==> src/hw/fhcs_params.svh <==
// constants for the floppy host command/status port
// Functional notes
// decode 3-bit function code into the eight documented functions
// command bit 7 picks drive 0 or drive 1
// command bit 5 picks 12-bit (0) or 8-bit (1) transfers
// command bit 3 gives single (0) or double (1) density
// interface comes out of initialize in 12-bit mode
// load command with AC4 set/clear sets/clears maintenance; initialize clears
// maintenance stops run strobe and forces transfers into accumulator
// maintenance forces skip flags set; they stay set afterwards
// interrupt enable follows AC11 on enable op; irq is done and enable
// initialize clears skip flags and interrupt enable
// later maintenance loads make the register read back reliably
// host initializes after on-line maintenance, uses it for register only
// track 0..76 taken from low bits, high four bits ignored
// sector 1..26 taken from low bits, only inside a function
// data transfers are 8 or 12 bits per captured word length
// status word lands in register at function end and on read status
// status bit 11 flags data crc failure
// status bit 9 is init complete, hidden from read status
// status bit 8 always set, bit 10 reserved zero
// density mismatch sets bit 7, terminates with error and done
// status bit 6 shows media density of selected drive
// status bit 5 on deleted mark read or any write deleted
// status bit 4 shows selected drive ready
`ifndef FHCS_PARAMS_SVH
`define FHCS_PARAMS_SVH
// bit positions are lsb indices; numbering in the docs runs msb first
`define FHCS_W 12
`define FHCS_CMD_FN_HI 3
`define FHCS_CMD_FN_LO 1
`define FHCS_CMD_DEN 8
`define FHCS_CMD_MAINT 7
`define FHCS_CMD_W8 6
`define FHCS_CMD_DRV 4
`define FHCS_AC_IE 0
`define FHCS_ST_CRC 0
`define FHCS_ST_RSV 1
`define FHCS_ST_INIT 2
`define FHCS_ST_GEN2 3
`define FHCS_ST_DENERR 4
`define FHCS_ST_DRVDEN 5
`define FHCS_ST_DDM 6
`define FHCS_ST_RDY 7
`define FHCS_ADDR_W 8
`define FHCS_TRACK_MAX 8'h4c
`define FHCS_SECT_MIN 8'h01
`define FHCS_SECT_MAX 8'h1a
`define FHCS_BYTE_MASK 12'h0ff
`define FHCS_ZERO12 12'h000
`endif

==> src/hw/fhcs_pkg.sv <==
// types for the floppy host command/status port
package fhcs_pkg;
	typedef enum logic [2:0] {
		FN_FILL = 3'b000,
		FN_EMPTY = 3'b001,
		FN_WRITE = 3'b010,
		FN_READ = 3'b011,
		FN_SET_DEN = 3'b100,
		FN_STATUS = 3'b101,
		FN_WRITE_DEL = 3'b110,
		FN_READ_ERR = 3'b111
	} fhcs_func_t;

	// io transfer instruction low digit
	typedef enum logic [2:0] {
		OP_NOP = 3'b000,
		OP_LOAD_CMD = 3'b001,
		OP_XFER = 3'b010,
		OP_SKIP_TR = 3'b011,
		OP_SKIP_ERR = 3'b100,
		OP_SKIP_DONE = 3'b101,
		OP_INT_EN = 3'b110,
		OP_INIT = 3'b111
	} fhcs_op_t;

	// which word the controller expects on the next host transfer
	typedef enum logic [1:0] {
		PH_DATA = 2'b00,
		PH_TRACK = 2'b01,
		PH_SECTOR = 2'b10,
		PH_NONE = 2'b11
	} fhcs_phase_t;

	typedef enum logic [0:0] {
		ST_IDLE = 1'b0,
		ST_BUSY = 1'b1
	} fhcs_state_t;

	typedef struct packed {
		fhcs_func_t func;
		logic drive_select;
		logic word8;
		logic density_select;
	} fhcs_cmd_t;

	typedef struct packed {
		logic crc_err;
		logic deleted_data_mark;
		logic init_complete_flag;
		logic [1:0] drive_media_density;
		logic [1:0] drive_ready_flag;
	} fhcs_stat_t;
endpackage

==> src/hw/fhcs_top.sv <==
// host-side command, status and flag logic of the floppy interface
`timescale 1ns/1ps
`include "fhcs_params.svh"
module fhcs_top (
	input wire logic mclk_i,
	input wire logic srst_i,
	input wire logic iot_valid_i,
	input wire fhcs_pkg::fhcs_op_t iot_op_i,
	input wire logic [11:0] host_accumulator_i,
	input wire logic ctl_tr_i,
	input wire logic ctl_wr_i,
	input wire logic [11:0] ctl_wdata_i,
	input wire logic ctl_done_i,
	input wire logic ctl_err_i,
	input wire fhcs_pkg::fhcs_phase_t ctl_phase_i,
	input wire fhcs_pkg::fhcs_stat_t ctl_stat_i,
	output logic [11:0] acc_data_o,
	output logic acc_jam_o,
	output logic acc_or_o,
	output logic skip_o,
	output logic irq_o,
	output logic run_o,
	output logic init_o,
	output fhcs_pkg::fhcs_cmd_t cmd_o,
	output logic [7:0] track_o,
	output logic [7:0] sector_o,
	output logic addr_err_o,
	output logic [11:0] data_o,
	output logic data_valid_o,
	output logic maint_o
);
	fhcs_pkg::fhcs_state_t state_r;
	fhcs_pkg::fhcs_cmd_t cmd_r;
	logic [11:0] iface_r;
	logic maint_r, ie_r, tr_r, err_r, done_r, density_mismatch_error_r;
	logic op_ld, op_xfer, op_str, op_ser, op_sdn, op_ie, init_any, ld_new, den_mis;
	logic den_post_r;
	logic [11:0] den_word;

	// masks a word to the active transfer width
	function automatic logic [11:0] fit_word(input logic [11:0] w, input logic w8);
		fit_word = w8 ? (w & `FHCS_BYTE_MASK) : w;
	endfunction

	// instruction strobes
	assign op_ld = iot_valid_i && (iot_op_i == fhcs_pkg::OP_LOAD_CMD);
	assign op_xfer = iot_valid_i && (iot_op_i == fhcs_pkg::OP_XFER);
	assign op_str = iot_valid_i && (iot_op_i == fhcs_pkg::OP_SKIP_TR);
	assign op_ser = iot_valid_i && (iot_op_i == fhcs_pkg::OP_SKIP_ERR);
	assign op_sdn = iot_valid_i && (iot_op_i == fhcs_pkg::OP_SKIP_DONE);
	assign op_ie = iot_valid_i && (iot_op_i == fhcs_pkg::OP_INT_EN);
	assign init_any = srst_i || (iot_valid_i && (iot_op_i == fhcs_pkg::OP_INIT));
	// a new function only starts when the previous one has finished
	assign ld_new = op_ld && (state_r == fhcs_pkg::ST_IDLE)
		&& !host_accumulator_i[`FHCS_CMD_MAINT];

	// density-checked functions compare requested against media density
	always_comb begin
		den_mis = 1'b0;
		case (fhcs_pkg::fhcs_func_t'(host_accumulator_i[`FHCS_CMD_FN_HI:`FHCS_CMD_FN_LO]))
			fhcs_pkg::FN_WRITE, fhcs_pkg::FN_READ, fhcs_pkg::FN_WRITE_DEL: begin
				den_mis = host_accumulator_i[`FHCS_CMD_DEN]
					!= ctl_stat_i.drive_media_density[host_accumulator_i[`FHCS_CMD_DRV]];
			end
			default: begin
				den_mis = 1'b0;
			end
		endcase
	end

	// status word assembly at function end
	function automatic logic [11:0] status_word(input fhcs_pkg::fhcs_stat_t s,
		input fhcs_pkg::fhcs_cmd_t c, input logic derr);
		logic [11:0] w;
		w = `FHCS_ZERO12;
		w[`FHCS_ST_CRC] = s.crc_err;
		w[`FHCS_ST_RSV] = 1'b0;
		w[`FHCS_ST_INIT] = s.init_complete_flag && (c.func != fhcs_pkg::FN_STATUS);
		w[`FHCS_ST_GEN2] = 1'b1;
		w[`FHCS_ST_DENERR] = derr;
		w[`FHCS_ST_DRVDEN] = s.drive_media_density[c.drive_select];
		w[`FHCS_ST_DDM] = s.deleted_data_mark || (c.func == fhcs_pkg::FN_WRITE_DEL);
		w[`FHCS_ST_RDY] = s.drive_ready_flag[c.drive_select];
		status_word = w;
	endfunction

	// maintenance flip-flop
	always_ff @(posedge mclk_i) begin
		if (init_any) begin
			maint_r <= 1'b0;
		end else if (op_ld) begin
			maint_r <= host_accumulator_i[`FHCS_CMD_MAINT];
		end
	end

	// command capture; reset leaves 12-bit mode
	always_ff @(posedge mclk_i) begin
		if (init_any) begin
			cmd_r <= '0;
		end else if (ld_new) begin
			cmd_r.func <= fhcs_pkg::fhcs_func_t'(
				host_accumulator_i[`FHCS_CMD_FN_HI:`FHCS_CMD_FN_LO]);
			cmd_r.drive_select <= host_accumulator_i[`FHCS_CMD_DRV];
			cmd_r.word8 <= host_accumulator_i[`FHCS_CMD_W8];
			cmd_r.density_select <= host_accumulator_i[`FHCS_CMD_DEN];
		end
	end

	// function sequencing
	always_ff @(posedge mclk_i) begin
		if (init_any) begin
			state_r <= fhcs_pkg::ST_IDLE;
			density_mismatch_error_r <= 1'b0;
		end else begin
			case (state_r)
				fhcs_pkg::ST_IDLE: begin
					if (ld_new && !den_mis) begin
						state_r <= fhcs_pkg::ST_BUSY;
						density_mismatch_error_r <= 1'b0;
					end else if (ld_new) begin
						density_mismatch_error_r <= 1'b1;
					end
				end
				fhcs_pkg::ST_BUSY: begin
					if (ctl_done_i) begin
						state_r <= fhcs_pkg::ST_IDLE;
					end
				end
				default: begin
					state_r <= fhcs_pkg::ST_IDLE;
				end
			endcase
		end
	end

	// interface register: host loads, controller loads, status at completion
	always_ff @(posedge mclk_i) begin
		if (srst_i) begin
			iface_r <= `FHCS_ZERO12;
		end else if (op_ld) begin
			iface_r <= host_accumulator_i;
		end else if (den_post_r) begin
			iface_r <= den_word;
		end else if (state_r == fhcs_pkg::ST_BUSY && ctl_done_i) begin
			iface_r <= status_word(ctl_stat_i, cmd_r, 1'b0);
		end else if (ctl_wr_i && !maint_r) begin
			iface_r <= fit_word(ctl_wdata_i, cmd_r.word8);
		end else if (op_xfer && !maint_r && ctl_phase_i != fhcs_pkg::PH_NONE) begin
			iface_r <= fit_word(host_accumulator_i, cmd_r.word8);
		end
	end

	// mismatch status is placed one cycle after the refused load
	always_ff @(posedge mclk_i) begin
		if (init_any) begin
			den_post_r <= 1'b0;
		end else begin
			den_post_r <= ld_new && den_mis;
		end
	end

	// skip flags: set wins over a skip clear, maintenance holds them set
	always_ff @(posedge mclk_i) begin
		if (init_any) begin
			tr_r <= 1'b0;
			err_r <= 1'b0;
			done_r <= 1'b0;
		end else if (maint_r) begin
			tr_r <= 1'b1;
			err_r <= 1'b1;
			done_r <= 1'b1;
		end else begin
			tr_r <= ctl_tr_i || (tr_r && !op_str);
			err_r <= (ctl_err_i && state_r == fhcs_pkg::ST_BUSY) || (ld_new && den_mis)
				|| (err_r && !op_ser);
			done_r <= (ctl_done_i && state_r == fhcs_pkg::ST_BUSY) || (ld_new && den_mis)
				|| (done_r && !op_sdn && !ld_new);
		end
	end

	// interrupt enable
	always_ff @(posedge mclk_i) begin
		if (init_any) begin
			ie_r <= 1'b0;
		end else if (op_ie) begin
			ie_r <= host_accumulator_i[`FHCS_AC_IE];
		end
	end

	// host-facing answers, all registered
	always_ff @(posedge mclk_i) begin
		if (srst_i) begin
			acc_data_o <= `FHCS_ZERO12;
			acc_jam_o <= 1'b0;
			acc_or_o <= 1'b0;
			skip_o <= 1'b0;
			irq_o <= 1'b0;
		end else begin
			acc_jam_o <= op_ld || (op_xfer && (maint_r || !cmd_r.word8)
				&& (maint_r || done_r || ctl_phase_i == fhcs_pkg::PH_NONE));
			acc_or_o <= op_xfer && !maint_r && cmd_r.word8
				&& (done_r || ctl_phase_i == fhcs_pkg::PH_NONE);
			// load command clears the accumulator; maintenance reads whole register
			acc_data_o <= op_ld ? `FHCS_ZERO12
				: (maint_r ? iface_r : fit_word(iface_r, cmd_r.word8));
			skip_o <= (op_str && tr_r) || (op_ser && err_r) || (op_sdn && done_r);
			irq_o <= done_r && ie_r;
		end
	end

	// controller-facing strobes and captured words
	always_ff @(posedge mclk_i) begin
		if (srst_i) begin
			run_o <= 1'b0;
			init_o <= 1'b1;
			track_o <= 8'h00;
			sector_o <= 8'h00;
			addr_err_o <= 1'b0;
			data_o <= `FHCS_ZERO12;
			data_valid_o <= 1'b0;
		end else begin
			init_o <= init_any;
			// run is withheld from transfers in maintenance so the controller never sees them
			run_o <= (ld_new && !den_mis) || (op_xfer && !maint_r
				&& state_r == fhcs_pkg::ST_BUSY);
			data_valid_o <= op_xfer && !maint_r && ctl_phase_i == fhcs_pkg::PH_DATA
				&& state_r == fhcs_pkg::ST_BUSY;
			data_o <= fit_word(host_accumulator_i, cmd_r.word8);
			if (op_xfer && !maint_r && state_r == fhcs_pkg::ST_BUSY) begin
				if (ctl_phase_i == fhcs_pkg::PH_TRACK) begin
					track_o <= host_accumulator_i[`FHCS_ADDR_W-1:0];
					addr_err_o <= host_accumulator_i[`FHCS_ADDR_W-1:0] > `FHCS_TRACK_MAX;
				end else if (ctl_phase_i == fhcs_pkg::PH_SECTOR) begin
					sector_o <= host_accumulator_i[`FHCS_ADDR_W-1:0];
					addr_err_o <= host_accumulator_i[`FHCS_ADDR_W-1:0] < `FHCS_SECT_MIN
						|| host_accumulator_i[`FHCS_ADDR_W-1:0] > `FHCS_SECT_MAX;
				end
			end
		end
	end

	// state views for the controller
	always_ff @(posedge mclk_i) begin
		if (srst_i) begin
			cmd_o <= '0;
			maint_o <= 1'b0;
		end else begin
			cmd_o <= cmd_r;
			maint_o <= maint_r;
		end
	end

	// mismatch status word must land even though no function ran
	assign den_word = status_word(ctl_stat_i, cmd_r, density_mismatch_error_r);

	// maintenance sets every skip flag one cycle after it is set
	a_maint_flags: assert property (@(posedge mclk_i) disable iff (srst_i)
		maint_r && !init_any |=> tr_r && err_r && done_r)
		else $error("maintenance did not force skip flags");

	// done and transfer flags are still set in the cycle maintenance ends
	a_flags_persist: assert property (@(posedge mclk_i) disable iff (srst_i)
		$fell(maint_r) && !$past(init_any) && !init_any |-> done_r && tr_r)
		else $error("skip flags lost on leaving maintenance");

	// initialize clears all flags and interrupt enable
	a_init_clears: assert property (@(posedge mclk_i)
		iot_valid_i && iot_op_i == fhcs_pkg::OP_INIT |=> !tr_r && !err_r && !done_r && !ie_r)
		else $error("initialize left a flag set");

	// interrupt follows done and enable with one cycle
	a_irq_follow: assert property (@(posedge mclk_i) disable iff (srst_i)
		##1 irq_o == $past(done_r && ie_r))
		else $error("irq does not follow done and enable");

	// no run strobe on a transfer while maintenance is set
	a_no_run_maint: assert property (@(posedge mclk_i) disable iff (srst_i)
		op_xfer && maint_r |=> !run_o)
		else $error("run strobe during maintenance");

	// maintenance transfer returns the register loaded earlier
	a_maint_readback: assert property (@(posedge mclk_i) disable iff (srst_i)
		op_ld && maint_r && host_accumulator_i[`FHCS_CMD_MAINT] ##1 (!op_ld)[*4]
		##1 (op_xfer && maint_r)
		|=> acc_jam_o && acc_data_o == $past(host_accumulator_i, 6))
		else $error("maintenance readback mismatch");

	// completion places a status word with bit 8 set and bit 10 clear
	a_status_land: assert property (@(posedge mclk_i) disable iff (srst_i)
		state_r == fhcs_pkg::ST_BUSY && ctl_done_i && !op_ld && !init_any
		|=> iface_r[`FHCS_ST_GEN2] && !iface_r[`FHCS_ST_RSV] && done_r)
		else $error("status word not placed at completion");

	// density mismatch ends with error and done at once
	a_den_mismatch: assert property (@(posedge mclk_i) disable iff (srst_i)
		ld_new && den_mis && !maint_r |=> err_r && done_r && state_r == fhcs_pkg::ST_IDLE)
		else $error("density mismatch not terminated");

	// reset comes out in 12-bit mode
	a_reset_w12: assert property (@(posedge mclk_i)
		srst_i |=> !cmd_r.word8)
		else $error("not in 12-bit mode after initialize");

	// an out-of-range track is flagged
	a_track_range: assert property (@(posedge mclk_i) disable iff (srst_i)
		op_xfer && !maint_r && state_r == fhcs_pkg::ST_BUSY && ctl_phase_i == fhcs_pkg::PH_TRACK
		&& host_accumulator_i[`FHCS_ADDR_W-1:0] > `FHCS_TRACK_MAX |=> addr_err_o)
		else $error("illegal track not flagged");
endmodule

==> config.mk <==
export PLATFORM = sky130hd
export DESIGN_NAME = fhcs_top
export DESIGN_NICKNAME = d
export VERILOG_FILES = /design/src/hw/fhcs_pkg.sv /design/src/hw/fhcs_top.sv
export VERILOG_INCLUDE_DIRS = /design/src /design/src/hw
export SDC_FILE = /design/constraint.sdc
export NUM_CORES = 1
export LEC_CHECK = 0
export BUFFER_PORTS_ARGS = -buffer_cell sky130_fd_sc_hd__buf_2
export CORE_MARGIN = 2
export CORE_UTILIZATION = 50
export CTS_BUF_LIST = sky130_fd_sc_hd__clkbuf_4 sky130_fd_sc_hd__clkbuf_8
export DETAILED_ROUTE_END_ITERATION = 6
export PLACE_DENSITY = 0.88
export RECOVER_POWER = 25
export SLEW_MARGIN = 25
export SYNTH_ARGS = -nofsm -noshare
export SYNTH_HDL_FRONTEND = slang
export SYNTH_SLANG_ARGS = --single-unit
==> constraint.sdc <==
create_clock -name mclk_i -period 1.8 [get_ports mclk_i]
set_clock_uncertainty 0.05 [all_clocks]
set_input_delay 0 -clock mclk_i [delete_from_list [all_inputs] [get_ports mclk_i]]
set_output_delay 0 -clock mclk_i [all_outputs]
set_load 0.005 [all_outputs]
Word level (Yosys, flattened, before mapping)
Cells that the tools add are included.
{"block": "op_classes", "addsub": 0, "n_eq_ne": 17, "mul": 0, "bitwise_logic": 2, "muxes": 26, "n_div": 0, "n_lt_le_gt_ge": 5, "shifts": 0, "reduce_logical": 66}
{"cell": "12-bit two-way mux", "count": 9}
{"cell": "1-bit logical AND", "count": 32}
{"cell": "3-bit equality test (second input constant)", "count": 6}
{"cell": "1-bit logical OR", "count": 16}
{"cell": "1-bit two-way mux", "count": 16}
{"cell": "3-bit by 2-bit equality test with 1-bit output (second input constant)", "count": 4}
{"cell": "8-bit by 5-bit greater-than comparator with 1-bit output (second input constant)", "count": 1}
{"cell": "8-bit by 7-bit greater-than comparator with 1-bit output (second input constant)", "count": 1}
{"cell": "1-bit zero test", "count": 8}
{"cell": "8-bit by 1-bit less-than comparator with 1-bit output (second input constant)", "count": 1}
{"cell": "2-bit AND reduction", "count": 3}
{"cell": "5-bit nonzero test", "count": 1}
{"cell": "2-bit equality test (second input constant)", "count": 2}
{"cell": "1-bit by 2-bit less-than comparator with 1-bit output (second input constant)", "count": 2}
{"cell": "2-bit nonzero test", "count": 2}
{"cell": "3-bit by 1-bit equality test with 1-bit output (second input constant)", "count": 1}
{"cell": "3-bit inequality test (second input constant)", "count": 1}
{"cell": "3-bit AND reduction", "count": 1}
{"cell": "3-bit OR reduction", "count": 1}
{"cell": "2-bit by 1-bit equality test with 1-bit output (second input constant)", "count": 1}
{"cell": "2-bit zero test", "count": 1}
{"cell": "2-bit inequality test (second input constant)", "count": 1}
{"cell": "1-bit inverter", "count": 2}
{"cell": "1-bit case mux with 2 select lines", "count": 1}
{"cell": "other kinds (2)", "count": 2}
{"block": "word_totals", "register_bits": 81, "inputBits": 43, "mem_bits_rw": 0, "latchBits": 0, "mem_count": 0, "wordCells": 146, "out_inout_bits": 55, "romBits": 0}

Longest topological paths before layout
{"block": "logic_depth", "depth_word": 9, "mapped_depth": 7, "depth_no_buf": 5}

Least setup slack after synthesis
Ideal clock, no wire load.
{"block": "synth_timing", "kind": "reg-to-reg", "startpoint": "register state_r", "endpoint": "register iface_r[0]", "required_ns": 1.616, "synth_period_minus_slack_ns": 1.553, "arrival_ns": 1.369, "n_path_buf": 2, "stages_incl_launch_ff": 8, "slack_ns": 0.247, "setup_ns": 0.134, "path_cell_list": "dfxtp_1 -> buf_6 -> a21oi_4 -> nand2_1 -> or3_4 -> buf_6 -> o211ai_1 -> a21oi_1"}
{"block": "synth_between", "elab_chain_len": 4, "elab_cells_between_ends": 5, "classes_between": "mux: 3; reduce/logical: 2"}
{"element": "start, declared", "line_no": "fhcs_top.sv:32", "text": "fhcs_pkg::fhcs_state_t state_r;"}
{"element": "start signal, assigned", "line_no": "fhcs_top.sv:112", "text": "state_r <= fhcs_pkg::ST_IDLE;"}
{"element": "start signal, assigned", "line_no": "fhcs_top.sv:118", "text": "state_r <= fhcs_pkg::ST_BUSY;"}
{"element": "start signal, assigned", "line_no": "fhcs_top.sv:126", "text": "state_r <= fhcs_pkg::ST_IDLE;"}
{"element": "1-bit logical AND (*)", "line_no": "fhcs_top.sv:144", "text": "end else if (state_r == fhcs_pkg::ST_BUSY && ctl_done_i) begin"}
{"element": "12-bit two-way mux", "line_no": "fhcs_top.sv:144"}
{"element": "12-bit two-way mux", "line_no": "fhcs_top.sv:142", "text": "end else if (den_post_r) begin"}
{"element": "12-bit two-way mux", "line_no": "fhcs_top.sv:140", "text": "end else if (op_ld) begin"}
{"element": "end signal, assigned", "line_no": "fhcs_top.sv:141", "text": "iface_r <= host_accumulator_i;"}
{"element": "end signal, assigned", "line_no": "fhcs_top.sv:143", "text": "iface_r <= den_word;"}
{"element": "end signal, assigned", "line_no": "fhcs_top.sv:145", "text": "iface_r <= status_word(ctl_stat_i, cmd_r, 1'b0);"}
{"element": "end, declared", "line_no": "fhcs_top.sv:34", "text": "logic [11:0] iface_r;"}
Mark *: on every way between the ends. The rest lies on a longest branch, timed or not.
A chain may end at the register's enable or synchronous reset.

Worst setup path after layout
{"block": "layout_timing", "startpoint": "register maint_r", "endpoint": "register iface_r[6]"}
{"block": "layout_between", "elab_chain_len": 6, "elab_cells_between_ends": 9, "classes_between": "mux: 4; reduce/logical: 5"}
{"element": "start, declared", "line_no": "fhcs_top.sv:35", "text": "logic maint_r, ie_r, tr_r, err_r, done_r, density_mismatch_error_r;"}
{"element": "start signal, assigned", "line_no": "fhcs_top.sv:92", "text": "maint_r <= host_accumulator_i[`FHCS_CMD_MAINT];"}
{"element": "1-bit zero test (*)", "line_no": "fhcs_top.sv:146, fhcs_top.sv:148"}
{"element": "1-bit logical AND", "line_no": "fhcs_top.sv:146", "text": "end else if (ctl_wr_i && !maint_r) begin"}
{"element": "12-bit two-way mux", "line_no": "fhcs_top.sv:146"}
{"element": "12-bit two-way mux", "line_no": "fhcs_top.sv:144"}
{"element": "12-bit two-way mux", "line_no": "fhcs_top.sv:142"}
{"element": "12-bit two-way mux", "line_no": "fhcs_top.sv:140"}
Marks and branches as above.

==> results.yml <==
run_status:
  status: "complete, no violations"
worst_setup_path:
  crit_fanout: 11
  timing.rr.end: "iface_r[6]"
  rr_startpoint: "maint_r"
  critPathRequiredTime_ps: 1980
  cp-endpoint: "iface_r[6]"
  end_kind: "register"
  arrival_ps: 1860
  start_kind: "register"
  reg2reg_slack_ps: 120
  rr_worst_depth: 6
  critPathKind: "register to register"
  crit_path_start: "maint_r"
sta:
  drv_slew: 0
  fin_crit_ps: 1680
  rsz0062_at_grt: "no"
  final-setup-viol-count: 0
  fin_ws_ps: 118
  fmax_ghz: 0.594
  worst_slew_pin_slew_ps: 409
  hold_viol_final: 0
  post-route-period-util_pct: 93.5
  setup_tns_ps: 0
  relSlewSlack_pct: 72.7
final_layout:
  area_delta_synth_final_pct: 29.4
  fin_nets: 523
  utilization_pct: 66.6
  drive_gt1_share_pct: 26.9
  num_antenna_cells: 0
  n_fill_cell: 522
global_routing:
  grt_pass1_wl_um: 13500
  grt_usage_pct: 23.8
  antenna_found_initial: 0
  grt_max_degree: 33
  grt_overflow: 0
  first_global_vias: 2892
power:
  power_density_mw_per_mm2: 861
  total_leakage_power_nw: 1.79
  max-vdd-ir-drop_mv: 0.479
floorplan:
  fp.dieH_um: 84.6
  initial_core_util_pct: 51.5
  dieWidth_um: 84.6
  core_mm2: 0.00631
  rows: 29
  dieArea_mm2: 0.00716
  pin_count: 98
clocking:
  cts-root-buf: "clkbuf_8"
  ctsHtreeMaxLevel: 3
  clkTransAtPathRegs_ps: 70
  clk_path_buf_depth: 2
  cts.sinks: 81
  clock_latency_ps: 350
  cts_tree: "built"
  cts_buffers: 9
placed_design:
  place_congestion: 0.919
  dp_slack_ps: 81.9
  place_hpwl_um: 5770
  port_buffers: 97
drt:
  routed_wl_um: 8520
  ant_nets: 0
  drt_iter0_markers: 234
  wl_per_cell_um: 15.3
  vias: 3053
  remaining_drc_errors: 0
  drt-vias-per-instance: 5.48
  drt_pass1_iterations: 5
yosys:
  postSynthCellCount: 359
  syn_area_mm2: 0.00325
  syn_avg_cell_area_um2: 9.05
  yosysUniqueCellTypes: 47
  synth_edf_count: 0
  synthArstFlopShare_pct: 0
  ys_ff_latch: 81
  synth-warning-count: 0
  ys_seq_area_share_pct: 49.9
  ys.flop_type: "dfxtp_1"
  synth_nets: 406
worst_hold_path:
  hold_class: "input pin to register"
  whs_path_depth: 4
run:
  max-cap-violations: 0
-- worst min path at each step --
stage                                      start         end  slack [ps]
final                                iot_op_i[1]        ie_r          20
after global routing                 iot_op_i[1]        ie_r          40
after CTS                            iot_op_i[1]        ie_r          10
after detailed placement  host_accumulator_i[11]  data_o[11]         190
after global placement     host_accumulator_i[9]   data_o[9]         190
after floorplan           host_accumulator_i[10]  data_o[10]          70
-- registers in the layout, summed over array words and instances (netlist names), 6 cells and up --
name        flops
sector_o        8
data_o         12
iface_r        12
track_o         8
cmd_r           6
acc_data_o     12
cmd_o           6
-- through the flow --
| step | hold slack (ps) | area, um2 | std cells | power [mW] |
|---|---|---|---|---|
| global route | 42.8 | 4210 | 557 | 3.76 |
| detailed placement | 192 | 3780 | 519 | 2.28 |
| floorplan | 71.7 | 3250 | 359 | 2.13 |
| finish | 16.8 | 4210 | 557 | 3.62 |
| global placement | 188 | 3780 | 519 | 2.27 |
| CTS | 13.3 | 4210 | 557 | 3.62 |
-- repair_timing --
item,in CTS,in global routing
setup buffers,0,0
endpoints found under the setup margin,0,3
gates resized for setup,0,1
hold buffers,23,0
endpoints found under the hold margin,44,0
-- placed cells by master, fill, tap and decap left out, types with 10 or more instances in the layout --
cell type,netlist,final
dlygate4sd3_1,0,23
nor3_1,14,14
buf_4,3,13
clkbuf_8,0,10
dfxtp_1,81,81
and2_1,16,16
nor2_1,34,34
buf_2,9,88
nand2_1,41,41
nor2b_1,16,16
mux2i_1,12,12
nand3_1,17,17
a21oi_1,34,34
-- power by group --
part	internal [mW]	leakage, nW	switching [mW]
combinational	0.189	1.04	0.218
clock	0.689	0.0950	0.648
sequential	1.85	0.661	0.0235
-- cell families (layout without fill, tap and decap cells) --
logic type      count (synthesis)  after routing  share of synthesized area, %
mux                            12             12                          3.70
flops                          81             81                          49.9
fa+ha+maj                       4              4                          1.54
compound gates                 70             70                          13.9
simple gates                  160            160                          25.7
buf+inv                        31            152                          4.97
xor+xnor                        1              1                         0.270
-- synth_stat cells, types with 2 or more instances --
master,number,area (um2)
a211oi_1,10,75.1
a21oi_1,34,170
a221oi_1,2,17.5
a31oi_1,2,12.5
and2_1,16,100
buf_2,9,45.0
buf_4,3,22.5
buf_6,3,33.8
clkbuf_1,12,45.0
dfxtp_1,81,1620
ha_1,4,50.1
inv_1,4,15.0
mux2i_1,12,120
nand2_1,41,154
nand2b_1,3,18.8
nand3_1,17,85.1
nor2_1,34,128
nor2b_1,16,100
nor3_1,14,70.1
nor3_2,3,30.0
nor3b_1,4,30.0
nor3b_4,2,37.5
o211ai_1,3,22.5
o21ai_0,6,30.0
o221ai_1,2,17.5
-- metal layers --
layer	wire, um	vias up	track usage [%]	part of all wire, %
li1	-	1468	-	-
met1	3480	1396	29.0	41
met2	4090	158	38.7	48
met3	610	31	5.41	7.2
met4	342	0	13.7	4.0
met5	0	-	0	0
-- worst max-delay path, stage by stage, from the launching register on --
cell      delay (ps)
dfxtp_1          370
nor3b_4          260
nor3b_4          290
nor3_2            70
buf_4            190
a221oi_1         240
nor3_1            80
-- final cells by class --
| cell class | count | area, um2 | area share, % |
|---|---|---|---|
| inverters | 4 | 15.0 | 0.357 |
| flip-flops and latches | 81 | 1620 | 38.6 |
| clock inverters | 4 | 53.8 | 1.28 |
| multi-input cells | 247 | 1470 | 35.0 |
| clock buffers | 11 | 145 | 3.45 |
| repair buffers | 133 | 802 | 19.1 |
| well taps | 77 | 96.3 | 2.29 |
Power figures use the tool's default switching activity.
